**src/lbm_pkg.sv**
```systemverilog
// Purpose: Shared constants and types for the light-load burst sequencer.
// Assumes: 200 MHz core clock.
// Notes: Rates become packet periods in clock cycles.
package lbm_pkg;
  // ==========================================================
  // Timing
  localparam int unsigned CLK_HZ = 200_000_000;
  localparam int unsigned CLK_PERIOD_NS = 5;
  localparam int unsigned WAKE_DELAY_NS = 2200;
  localparam int unsigned WAKE_CYC =
    (WAKE_DELAY_NS + CLK_PERIOD_NS - 1) / CLK_PERIOD_NS;
  localparam int unsigned LOWPWR_RATE_HZ = 25000;
  localparam int unsigned ENTRY_RATE_HZ = 8500;
  localparam int unsigned RETURN_RATE_HZ = 1700;
  localparam int unsigned LOWPWR_PERIOD_CYC = CLK_HZ / LOWPWR_RATE_HZ;
  localparam int unsigned ENTRY_PERIOD_CYC = CLK_HZ / ENTRY_RATE_HZ;
  localparam int unsigned RETURN_PERIOD_CYC = CLK_HZ / RETURN_RATE_HZ;
  // ==========================================================
  // Widths and values
  localparam int CNT_W = 18;
  localparam int WCNT_W = 10;
  localparam int PPP_W = 4;
  localparam int THR_W = 9;
  localparam logic [WCNT_W-1:0] WAKE_LAST = WCNT_W'(WAKE_CYC - 1);
  localparam logic [PPP_W-1:0] PPP_LOW = 4'h2;
  localparam logic [PPP_W-1:0] PPP_SECOND = 4'(PPP_LOW * 2);
  localparam logic [PPP_W-1:0] PPP_RESET = 4'h0;
  localparam logic [THR_W-1:0] THR_MIN_MV = 9'h10E;
  localparam logic [THR_W-1:0] THR_MAX_MV = 9'h190;
  localparam logic [THR_W-1:0] THR_RESET = 9'h000;
  localparam logic [1:0] SLOW_QUAL = 2'h2;
  // ==========================================================
  // Types
  typedef enum logic [1:0] {
    ST_ADAPTIVE, ST_LOWPOWER, ST_FIRST_STANDBY, ST_SECOND_STANDBY
  } mode_t;
  typedef enum logic [1:0] {PK_IDLE, PK_WAKE, PK_VALLEY} pkt_t;
  typedef enum logic [1:0] {SRC_LOOP, SRC_FLOOR, SRC_PROGRAM} src_t;
endpackage : lbm_pkg

```
**src/light_load_burst_mode_sequencer.sv**
```systemverilog
// Purpose: Light-load burst sequencer: mode selection, packets, wake line.
// Assumes: Comparator inputs are asynchronous; other inputs are synchronous.
// Notes: In adaptive mode packets are run elsewhere; this block only measures.
// Functional notes
// Two-pulse adaptive burst, rate below 25 kHz twice in a row: low-power, no high side.
// Low-power mode keeps two pulses per packet at a fixed 25 kHz rate.
// Low-power mode regulates via peak threshold from the loop, not packet timing.
// Each packet raises wake first, waits wake delay, then first low-side pulse.
// Without high side, each low-side pulse starts on a zero-crossing valley.
// Zero crossing after the last pulse drops wake and waits for next packet.
// Strap to reference in low-power mode selects voltage-mode on-time control.
// Threshold at floor moves low-power to first standby, high side stays off.
// First standby: two pulses, floor threshold, only off-time regulates.
// First standby goes to second standby when rate falls below 8.5 kHz.
// Second standby doubles the pulses per packet of first standby.
// Second standby takes program-pin threshold clamped to 0.27 V..0.4 V.
// Program pin low: floor threshold, return above 8.5 kHz.
// Program pin high: return to first standby only above 1.7 kHz.
// Wake line stays high at least 2.2 us before the first pulse.
// Packet rate is measured as clock cycles between packet starts.
// Comparator inputs are synchronised before use.
`timescale 1ns/1ps
module light_load_burst_mode_sequencer
  import lbm_pkg::*;
#(
  parameter logic [CNT_W-1:0] LOWPWR_CYC = CNT_W'(LOWPWR_PERIOD_CYC),
  parameter logic [CNT_W-1:0] ENTRY_CYC = CNT_W'(ENTRY_PERIOD_CYC),
  parameter logic [CNT_W-1:0] RETURN_CYC = CNT_W'(RETURN_PERIOD_CYC),
  parameter logic [THR_W-1:0] FLOOR_MV = THR_MIN_MV
) (
  // Clock and reset
  input wire logic core_clk,
  input wire logic nrst,
  // Adaptive burst status and packet demands
  input wire logic abmTwoPulses,
  input wire logic abmPacketStart,
  input wire logic packetDemand,
  input wire logic optionStrapRef,
  // Asynchronous comparators
  input wire logic auxZeroCrossing,
  input wire logic thresholdFloor,
  input wire logic peakProgramPinHigh,
  // Threshold sources
  input wire logic [THR_W-1:0] loopThresholdMv,
  input wire logic [THR_W-1:0] programThresholdMv,
  // Gate driver side
  output logic wakeLine,
  output logic lowSideGatePulse,
  output logic highSideEnable,
  output logic voltageMode,
  // Status
  output mode_t burstMode,
  output logic [PPP_W-1:0] pulsesPerPacket,
  output logic [THR_W-1:0] peakThresholdMv,
  output src_t thrSource
);

  // ==========================================================
  // Helpers
  function automatic logic [PPP_W-1:0] pppOf(input mode_t m);
    case (m)
      ST_LOWPOWER: pppOf = PPP_LOW;
      ST_FIRST_STANDBY: pppOf = PPP_LOW;
      ST_SECOND_STANDBY: pppOf = PPP_SECOND;
      default: pppOf = PPP_RESET;
    endcase
  endfunction : pppOf

  function automatic logic [THR_W-1:0] clampThr(input logic [THR_W-1:0] v);
    if (v < THR_MIN_MV) begin
      clampThr = THR_MIN_MV;
    end else if (v > THR_MAX_MV) begin
      clampThr = THR_MAX_MV;
    end else begin
      clampThr = v;
    end
  endfunction : clampThr

  // ==========================================================
  // Synchronisers
  // Bit 0 zero crossing, bit 1 threshold floor, bit 2 program pin high.
  logic [2:0] asyncIn;
  logic [2:0] syncMeta;
  logic [2:0] syncOut;

  assign asyncIn = {peakProgramPinHigh, thresholdFloor, auxZeroCrossing};

  for (genvar i = 0; i < 3; i++) begin : g_sync
    always_ff @(posedge core_clk or negedge nrst) begin
      if (!nrst) begin
        syncMeta[i] <= 1'b0;
        syncOut[i] <= 1'b0;
      end else begin
        syncMeta[i] <= asyncIn[i];
        syncOut[i] <= syncMeta[i];
      end
    end
  end

  logic zcdPrev;
  logic zcdEdge;
  logic floorS;
  logic progHighS;

  assign zcdEdge = syncOut[0] & ~zcdPrev;
  assign floorS = syncOut[1];
  assign progHighS = syncOut[2];

  // ==========================================================
  // Sequencer state
  mode_t mode;
  pkt_t pkt;
  logic [CNT_W-1:0] periodCnt;
  logic [WCNT_W-1:0] waitCnt;
  logic [PPP_W-1:0] pulseCnt;
  logic [1:0] slowCnt;

  mode_t next_mode;
  pkt_t next_pkt;
  logic [CNT_W-1:0] next_periodCnt;
  logic [WCNT_W-1:0] next_waitCnt;
  logic [PPP_W-1:0] next_pulseCnt;
  logic [1:0] next_slowCnt;
  logic next_wakeLine;
  logic next_lowSideGatePulse;
  logic next_highSideEnable;
  logic next_voltageMode;
  logic [PPP_W-1:0] next_pulsesPerPacket;
  logic [THR_W-1:0] next_peakThresholdMv;
  src_t next_thrSource;
  logic startReq;
  logic pktStart;

  always_comb begin
    next_mode = mode;
    next_pkt = pkt;
    next_waitCnt = waitCnt;
    next_pulseCnt = pulseCnt;
    next_slowCnt = slowCnt;
    next_wakeLine = wakeLine;
    next_lowSideGatePulse = 1'b0;
    next_periodCnt = (periodCnt == '1) ? periodCnt : periodCnt + 18'h00001;

    // In low-power mode packets follow a fixed timer, not the loop.
    case (mode)
      ST_ADAPTIVE: startReq = abmPacketStart;
      ST_LOWPOWER: startReq = (periodCnt >= LOWPWR_CYC - 18'h00001);
      ST_FIRST_STANDBY: startReq = packetDemand;
      ST_SECOND_STANDBY: startReq = packetDemand;
      default: startReq = 1'b0;
    endcase
    pktStart = startReq && (mode == ST_ADAPTIVE || pkt == PK_IDLE);

    // Mode decisions at a packet start use the period that just ended.
    if (pktStart) begin
      next_periodCnt = '0;
      case (mode)
        ST_ADAPTIVE: begin
          if (abmTwoPulses && periodCnt > LOWPWR_CYC) begin
            next_slowCnt = slowCnt + 2'h1;
            if (slowCnt + 2'h1 >= SLOW_QUAL) begin
              next_mode = ST_LOWPOWER;
              next_slowCnt = 2'h0;
            end
          end else begin
            next_slowCnt = 2'h0;
          end
        end
        ST_FIRST_STANDBY: begin
          if (periodCnt > ENTRY_CYC) begin
            next_mode = ST_SECOND_STANDBY;
          end
        end
        ST_SECOND_STANDBY: begin
          if (progHighS) begin
            if (periodCnt < RETURN_CYC) begin
              next_mode = ST_FIRST_STANDBY;
            end
          end else if (periodCnt < ENTRY_CYC) begin
            next_mode = ST_FIRST_STANDBY;
          end
        end
        default: next_mode = mode;
      endcase
    end
    if (mode == ST_LOWPOWER && floorS) begin
      next_mode = ST_FIRST_STANDBY;
    end

    // Packet: wake, wake delay, then one pulse per valley.
    case (pkt)
      PK_IDLE: begin
        if (pktStart && mode != ST_ADAPTIVE) begin
          next_wakeLine = 1'b1;
          next_waitCnt = '0;
          next_pulseCnt = '0;
          next_pkt = PK_WAKE;
        end
      end
      PK_WAKE: begin
        next_waitCnt = waitCnt + 10'h001;
        if (waitCnt >= WAKE_LAST) begin
          next_pkt = PK_VALLEY;
        end
      end
      PK_VALLEY: begin
        if (zcdEdge) begin
          if (pulseCnt >= pppOf(mode)) begin
            next_wakeLine = 1'b0;
            next_pkt = PK_IDLE;
          end else begin
            next_lowSideGatePulse = 1'b1;
            next_pulseCnt = pulseCnt + 4'h1;
          end
        end
      end
      default: begin
        next_pkt = PK_IDLE;
        next_wakeLine = 1'b0;
      end
    endcase
    next_highSideEnable = (next_mode == ST_ADAPTIVE);
    next_voltageMode = (next_mode == ST_LOWPOWER) && optionStrapRef;
    next_pulsesPerPacket = pppOf(next_mode);
    // Threshold source per mode.
    case (next_mode)
      ST_LOWPOWER: begin
        next_peakThresholdMv = loopThresholdMv;
        next_thrSource = SRC_LOOP;
      end
      ST_FIRST_STANDBY: begin
        next_peakThresholdMv = FLOOR_MV;
        next_thrSource = SRC_FLOOR;
      end
      ST_SECOND_STANDBY: begin
        if (progHighS) begin
          next_peakThresholdMv = clampThr(programThresholdMv);
          next_thrSource = SRC_PROGRAM;
        end else begin
          next_peakThresholdMv = THR_MIN_MV;
          next_thrSource = SRC_FLOOR;
        end
      end
      default: begin
        next_peakThresholdMv = loopThresholdMv;
        next_thrSource = SRC_LOOP;
      end
    endcase
  end

  always_ff @(posedge core_clk or negedge nrst) begin
    if (!nrst) begin
      mode <= ST_ADAPTIVE;
      pkt <= PK_IDLE;
      periodCnt <= '0;
      waitCnt <= '0;
      pulseCnt <= '0;
      slowCnt <= 2'h0;
      zcdPrev <= 1'b0;
      wakeLine <= 1'b0;
      lowSideGatePulse <= 1'b0;
      highSideEnable <= 1'b1;
      voltageMode <= 1'b0;
      pulsesPerPacket <= PPP_RESET;
      peakThresholdMv <= THR_RESET;
      thrSource <= SRC_LOOP;
    end else begin
      mode <= next_mode;
      pkt <= next_pkt;
      periodCnt <= next_periodCnt;
      waitCnt <= next_waitCnt;
      pulseCnt <= next_pulseCnt;
      slowCnt <= next_slowCnt;
      zcdPrev <= syncOut[0];
      wakeLine <= next_wakeLine;
      lowSideGatePulse <= next_lowSideGatePulse;
      highSideEnable <= next_highSideEnable;
      voltageMode <= next_voltageMode;
      pulsesPerPacket <= next_pulsesPerPacket;
      peakThresholdMv <= next_peakThresholdMv;
      thrSource <= next_thrSource;
    end
  end

  assign burstMode = mode;

  // ==========================================================
  // Checks
  // Counts cycles the wake line has been high, for the delay check.
  logic [WCNT_W-1:0] wakeAge;

  always_ff @(posedge core_clk or negedge nrst) begin
    if (!nrst) begin
      wakeAge <= '0;
    end else if (!wakeLine) begin
      wakeAge <= '0;
    end else if (wakeAge != '1) begin
      wakeAge <= wakeAge + 10'h001;
    end
  end
endmodule : light_load_burst_mode_sequencer

```
**config.mk**
```make
export PLATFORM = sky130hd
export DESIGN_NAME = light_load_burst_mode_sequencer
export DESIGN_NICKNAME = d
export VERILOG_FILES = /design/src/lbm_pkg.sv /design/src/light_load_burst_mode_sequencer.sv
export SDC_FILE = /design/constraint.sdc
export NUM_CORES = 1
export LEC_CHECK = 0
export BUFFER_PORTS_ARGS = -buffer_cell sky130_fd_sc_hd__buf_2
export CAP_MARGIN = 20
export CORE_UTILIZATION = 46
export DETAILED_ROUTE_END_ITERATION = 12
export HOLD_SLACK_MARGIN = 0.03
export PLACE_DENSITY = 0.64
export SYNTH_ARGS = -nofsm -noshare
export SYNTH_HDL_FRONTEND = slang
export SYNTH_SLANG_ARGS = --single-unit
```
**constraint.sdc**
```tcl
create_clock -name core_clk -period 3.7 [get_ports core_clk]
set_clock_uncertainty 0.1 [all_clocks]
set_input_delay 0.555 -clock core_clk [delete_from_list [all_inputs] [get_ports core_clk]]
set_output_delay 0.555 -clock core_clk [all_outputs]
set_load 0.005 [all_outputs]
```
Word level (Yosys, flattened, before mapping)
Index checks and enable logic that the tools add are counted.
{"block": "op_classes", "n_mux": 42, "bitwise": 3, "n_addsub": 4, "reduce_logical": 20, "n_lt_le_gt_ge": 10, "n_eq_ne": 15}
{"op": "2-to-1 mux 18 bit", "n": 2}
{"op": "2-to-1 mux 2 bit", "n": 15}
{"op": "2-to-1 mux 9 bit", "n": 3}
{"op": "2-to-1 mux 4 bit", "n": 5}
{"op": "one-hot mux 10 bit (2 select lines)", "n": 1}
{"op": "adder 18 x 1 -> 18 bit, second input constant", "n": 1}
{"op": "== test 18 bit, second input constant", "n": 1}
{"op": "greater-or-equal comparator 18 x 13 -> 1 bit, second input constant", "n": 1}
{"op": "> comparator 18 x 13 -> 1 bit, second input constant", "n": 1}
{"op": "> comparator 18 x 15 -> 1 bit, second input constant", "n": 1}
{"op": "< comparator 18 x 15 -> 1 bit, second input constant", "n": 1}
{"op": "< comparator 18 x 17 -> 1 bit, second input constant", "n": 1}
{"op": "one-hot mux 9 bit (2 select lines)", "n": 1}
{"op": "one-hot mux 2 bit (3 select lines)", "n": 2}
{"op": "one-hot mux 3 bit (2 select lines)", "n": 2}
{"op": "AND reduction 4 bit", "n": 3}
{"op": "adder 10 x 1 -> 10 bit, second input constant", "n": 1}
{"op": "== test 2 bit, second input constant", "n": 5}
{"op": "greater-or-equal comparator 10 x 9 -> 1 bit, second input constant", "n": 1}
{"op": "2-to-1 mux 10 bit", "n": 1}
{"op": "inequality test 2 bit, second input constant", "n": 5}
{"op": "> comparator 9 bit, second input constant", "n": 1}
{"op": "< comparator 9 bit, second input constant", "n": 1}
{"op": "one-hot mux 4 bit (2 select lines)", "n": 1}
{"op": "17 further kinds", "n": 37}
{"block": "totals", "regBits": 64, "input_bits": 27, "output_inout_bits": 21, "elab_cells": 114}

Logic depth before layout (Yosys ltp)
{"block": "depth", "word_depth": 10, "depth_mapped": 13, "mapped_depth_nobuf": 13}

Worst setup path before layout
Ideal clock, no wire load.
{"block": "synth_timing", "path_type": "register to register", "start": "register periodCnt[1]", "end": "register peakThresholdMv[5]", "setup_time_ps": 121, "setup_slack_ps": 1010, "required_ps": 3479, "n_path_buf": 0, "arrival_ps": 2469, "period_less_slack_ps": 2690, "path_stages_with_launch": 14, "cell_sequence": "dfrtp_1 inv_1 ha_1 nand4bb_1 or4_1 o31a_1 a22oi_1 o21ai_1 o211a_1 ha_1 and2_1 nand2_1 nor2_1 a22o_1"}
{"block": "synth_via", "elab_chain_len": 8, "elab_cells_between_ends": 19, "classes_between": "5 x order compare; 2 x eq/ne; 10 x mux; 2 x reduce/logical"}
{"item": "from (decl)", "line_no": "light_load_burst_mode_sequencer.sv:113", "text": "logic [CNT_W-1:0] periodCnt;"}
{"item": "from (signal assigned)", "line_no": "light_load_burst_mode_sequencer.sv:270", "text": "periodCnt <= next_periodCnt;"}
{"item": "< comparator 18 x 15 -> 1 bit (tied with other cells)", "line_no": "light_load_burst_mode_sequencer.sv:179", "text": "end else if (periodCnt < ENTRY_CYC) begin"}
{"item": "2-to-1 mux 2 bit (tied with other cells)", "line_no": "light_load_burst_mode_sequencer.sv:179"}
{"item": "2-to-1 mux 2 bit (on tied branches)", "line_no": "light_load_burst_mode_sequencer.sv:175, light_load_burst_mode_sequencer.sv:159"}
{"item": "one-hot mux 2 bit (3 select lines)", "line_no": "light_load_burst_mode_sequencer.sv:157", "text": "case (mode)"}
{"item": "2-to-1 mux 2 bit (*)", "line_no": "light_load_burst_mode_sequencer.sv:155", "text": "if (pktStart) begin"}
{"item": "2-to-1 mux 2 bit (*)", "line_no": "light_load_burst_mode_sequencer.sv:186", "text": "if (mode == ST_LOWPOWER && floorS) begin"}
{"item": "named net next_mode[0]", "line_no": "light_load_burst_mode_sequencer.sv:118", "text": "mode_t next_mode;"}
{"item": "== test 2 bit", "line_no": "light_load_burst_mode_sequencer.sv:226", "text": "case (next_mode)"}
{"item": "one-hot mux 9 bit (2 select lines) (*)", "line_no": "light_load_burst_mode_sequencer.sv:226"}
{"item": "named net next_peakThresholdMv[5]", "line_no": "light_load_burst_mode_sequencer.sv:129", "text": "logic [THR_W-1:0] next_peakThresholdMv;"}
{"item": "to (signal assigned)", "line_no": "light_load_burst_mode_sequencer.sv:280", "text": "peakThresholdMv <= next_peakThresholdMv;"}
{"item": "to (decl)", "line_no": "light_load_burst_mode_sequencer.sv:54", "text": "output logic [THR_W-1:0] peakThresholdMv,"}
The timed path passes the listed nets; every way through them passes the cells marked *.
A chain may end at the register's enable or synchronous reset.

Worst setup path in the final report
{"block": "layout_timing", "start": "register mode[0], in the netlist burstMode[0]", "end": "register peakThresholdMv[2]"}
{"block": "layout_via", "elab_chain_len": 8, "elab_cells_between_ends": 21, "classes_between": "5 x eq/ne; 11 x mux; 5 x reduce/logical"}
{"item": "from (decl)", "line_no": "light_load_burst_mode_sequencer.sv:111", "text": "mode_t mode;"}
{"item": "from (signal assigned)", "line_no": "light_load_burst_mode_sequencer.sv:268", "text": "mode <= next_mode;"}
{"item": "== test 2 bit", "line_no": "light_load_burst_mode_sequencer.sv:145, light_load_burst_mode_sequencer.sv:157"}
{"item": "OR reduction 2 bit (no line)"}
{"item": "one-hot mux 1 bit (3 select lines)", "line_no": "light_load_burst_mode_sequencer.sv:145", "text": "case (mode)"}
{"item": "logical AND 1 bit", "line_no": "light_load_burst_mode_sequencer.sv:152", "text": "pktStart = startReq && (mode == ST_ADAPTIVE || pkt == PK_IDLE);"}
{"item": "2-to-1 mux 2 bit", "line_no": "light_load_burst_mode_sequencer.sv:155"}
{"item": "2-to-1 mux 2 bit (*)", "line_no": "light_load_burst_mode_sequencer.sv:186"}
{"item": "named net next_mode[0]", "line_no": "light_load_burst_mode_sequencer.sv:118"}
{"item": "== test 2 bit", "line_no": "light_load_burst_mode_sequencer.sv:226"}
{"item": "one-hot mux 9 bit (2 select lines) (*)", "line_no": "light_load_burst_mode_sequencer.sv:226"}
{"item": "named net next_peakThresholdMv[2]", "line_no": "light_load_burst_mode_sequencer.sv:129"}
Marked as above.

==> flow_summary.json <==
{
  "antenna_found_initial": 0,
  "finalCriticalPeriod_ps": 3064,
  "status": "finished clean",
  "coreArea_sq_um": 6907,
  "worst-path-buf-inv": 1,
  "final-setup-viol-count": 0,
  "antenna_cells": 0,
  "gr-total-overflow": 0,
  "nNetsFinal": 439,
  "cts_tree": "done",
  "peakVddDrop_mv": 0.2253,
  "hpwl_um": 5023,
  "critPathMaxFanout": 11,
  "hold_viol_final": 0,
  "start_kind": "flip-flop",
  "worst-setup-path-type": "flip-flop to flip-flop",
  "cts.root.buffer_cell": "clkbuf_8",
  "regArea_sq_um": 1553,
  "maxSlewViolCount": 0,
  "arrival_ps": 3190,
  "h-tree-depth": 3,
  "ctsHoldBuffers": 0,
  "crit_end": "peakThresholdMv[2]",
  "r2r_start": "burstMode[0]",
  "wl_um": 6993,
  "die_w_um": 87.13,
  "path_depth": 13,
  "fin_area_sq_um": 3786,
  "firstDrtPassIters": 4,
  "yosys_warnings": 0,
  "routedWlPerCell_um": 14.16,
  "multi_input_area_sq_um": 1645,
  "powerDensity_nw_per_um2": 584.8,
  "cts.clk_slew.worst_paths_ps": 70,
  "slew_headroom": 0.5156,
  "cts_sinks": 62,
  "num_vias": 2696,
  "dpl_cell_area_sq_um": 3618,
  "cts_buffers": 9,
  "fmax_mhz": 326.4,
  "synth_seq_area_share": 0.4658,
  "slowest_stage": "dfrtp_1",
  "ys_ff_latch": 62,
  "path_common_cell": "ha_1",
  "grt_pass1_vias": 2549,
  "gp_congestion": 0.8166,
  "cts_setup_buffers": 0,
  "num_io_pins": 48,
  "synth-edff-count": 0,
  "grt_usage": 0.2007,
  "timing.critical_path.cells": "inv_1 -> ha_1 -> o21ai_0 -> o21a_1 -> or3_1 -> nor2_1 -> o21ai_1 -> o211a_1 -> ha_1 -> and3_1 -> nand2_1 -> a21oi_1 -> o21bai_1",
  "end_kind": "flip-flop",
  "initial_core_util": 0.4826,
  "path_delay_family": "compound AO/OA/AOI/OAI gates",
  "leakage_nw": 1.806,
  "rows": 30,
  "grt_pass1_wl_um": 11660,
  "ys_types": 56,
  "worst_pin_slew_ps": 726.7,
  "area_growth_pct": 13.59,
  "route.detailed.drc": 0,
  "yosys_most_used_dff": "dfrtp_1",
  "synth_area_sq_um": 3333,
  "num-fill-cells": 648,
  "ant_nets": 0,
  "syn_area_per_cell_sq_um": 9.606,
  "async_flop_share": 1.000,
  "regToRegSetupSlack_ps": 640,
  "rsz0062_at_grt": "no",
  "r2r_end": "peakThresholdMv[2]",
  "die_area_sq_um": 7591,
  "fp.dieH_um": 87.13,
  "cts_buffer_depth": 2,
  "finalSetupTns_ps": 0,
  "drive_gt1_frac": 0.1759,
  "drv_cap": 0,
  "syn_inst": 347,
  "clock_latency_ps": 340,
  "worstPathRequired_ps": 3820,
  "critPathMaxStageDelay_ps": 560,
  "cts_resized": 0,
  "io_buffers": 45,
  "r2r_cells": 13,
  "grt_max_degree": 33,
  "drt_iter0_markers": 172,
  "holdCritPathClass": "input pin to async pin",
  "critPathLaunch": "burstMode[0]",
  "viasPerCell": 5.457,
  "post-route-period-util": 0.8281
}
power breakdown:
| group | internal, mW | switching (mW) |
|---|---|---|
| clock | 0.258 | 0.257 |
| combinational | 0.321 | 0.432 |
| sequential | 0.823 | 0.123 |
| total | 1.40 | 0.812 |
metrics by stage:
stage | power (mW) | hold slack (ps) | instances | util | setup WS, ps
after floorplan | 1.487 | 159.4 | 348 | - | 1010
after global placement | 1.693 | 231.5 | 478 | 0.5239 | 683.0
after detailed placement | 1.712 | 235.6 | 478 | 0.5239 | 638.4
after CTS | 2.239 | 176.3 | 494 | 0.5482 | 640.1
after global routing | 2.377 | 205.0 | 494 | 0.5482 | 263.3
final | 2.214 | 162.3 | 494 | 0.5482 | 636.0
metal layers:
| metal | track usage | share of wire | vias up |
|---|---|---|---|
| met5 | 0 | 0 | - |
| met4 | 0.1028 | 0.019 | 0 |
| met3 | 0.04171 | 0.063 | 10 |
| met2 | 0.2942 | 0.42 | 93 |
| met1 | 0.2808 | 0.49 | 1276 |
| li1 | - | - | 1317 |
worst register-to-register path, stage by stage, from the launching register on:
cell      delay (ps)
dfrtp_1          560
inv_1            150
ha_1             260
o21ai_0          220
o21a_1           210
or3_1            150
nor2_1            40
o21ai_1          180
o211a_1          220
ha_1             320
and3_1           220
nand2_1          100
a21oi_1          140
o21bai_1          80
sequential cells by signal (all words and copies together), names as in the netlist, 2 cells and up:
| signal | flops |
|---|---|
| slowCnt | 2 |
| burstMode | 2 |
| pulsesPerPacket | 2 |
| periodCnt | 18 |
| pkt | 2 |
| waitCnt | 10 |
| thrSource | 2 |
| peakThresholdMv | 9 |
| syncMeta | 3 |
| pulseCnt | 4 |
cell usage after synthesis (all sizes together), types with 7 or more instances:
cell	n	area, sq um
a21oi	15	75.07
and2	10	62.56
and3	10	67.56
buf	10	67.56
dfrtp	61	1526
ha	19	237.7
inv	16	60.06
nand2	33	123.9
nand3	11	55.05
nand4	9	56.30
nor2	37	138.9
nor3	8	40.04
o21ai	22	113.9
xor2	7	61.31
cells in the final DEF (no fill, tap or decap), types with 10 or more instances in the layout:
master and n:
ha_1 19, inv_1 16, nand2_1 33, a21oi_1 15
buf_2 45, o21ai_0 11, o21ai_1 10, and2_1 10
nand3_1 11, nor2_1 37, dfrtp_1 61, clkbuf_8 10
cells by family after synthesis:
group | Yosys count | share of synthesized area
buf+inv | 29 | 0.04167
fa+ha+maj | 19 | 0.07132
simple gates | 141 | 0.2155
compound gates | 80 | 0.1644
flops | 62 | 0.4658
mux | 2 | 0.006006
xor+xnor | 13 | 0.03416
other cells | 1 | 0.001125
layout make-up:
| cell class | count | area share |
|---|---|---|
| multi-input combinational | 257 | 0.4346 |
| clock inverter | 4 | 0.005948 |
| tap | 96 | 0.03173 |
| timing repair buffer | 47 | 0.06345 |
| sequential | 62 | 0.4101 |
| clock buffer | 12 | 0.03833 |
| inverter | 16 | 0.01586 |
how the worst min path moves through the flow:
stage	start	end	cells after the start
6_report	nrst	pulseCnt[2]	1
3_5_place_dp	syncMeta[1]	floorS	0
4_1_cts	nrst	wakeLine	1
3_3_place_gp	syncMeta[1]	floorS	0
5_1_grt	nrst	pulseCnt[2]	1
2_1_floorplan	nrst	burstMode[0]	0
No activity file was read; power rests on OpenSTA's default activity.
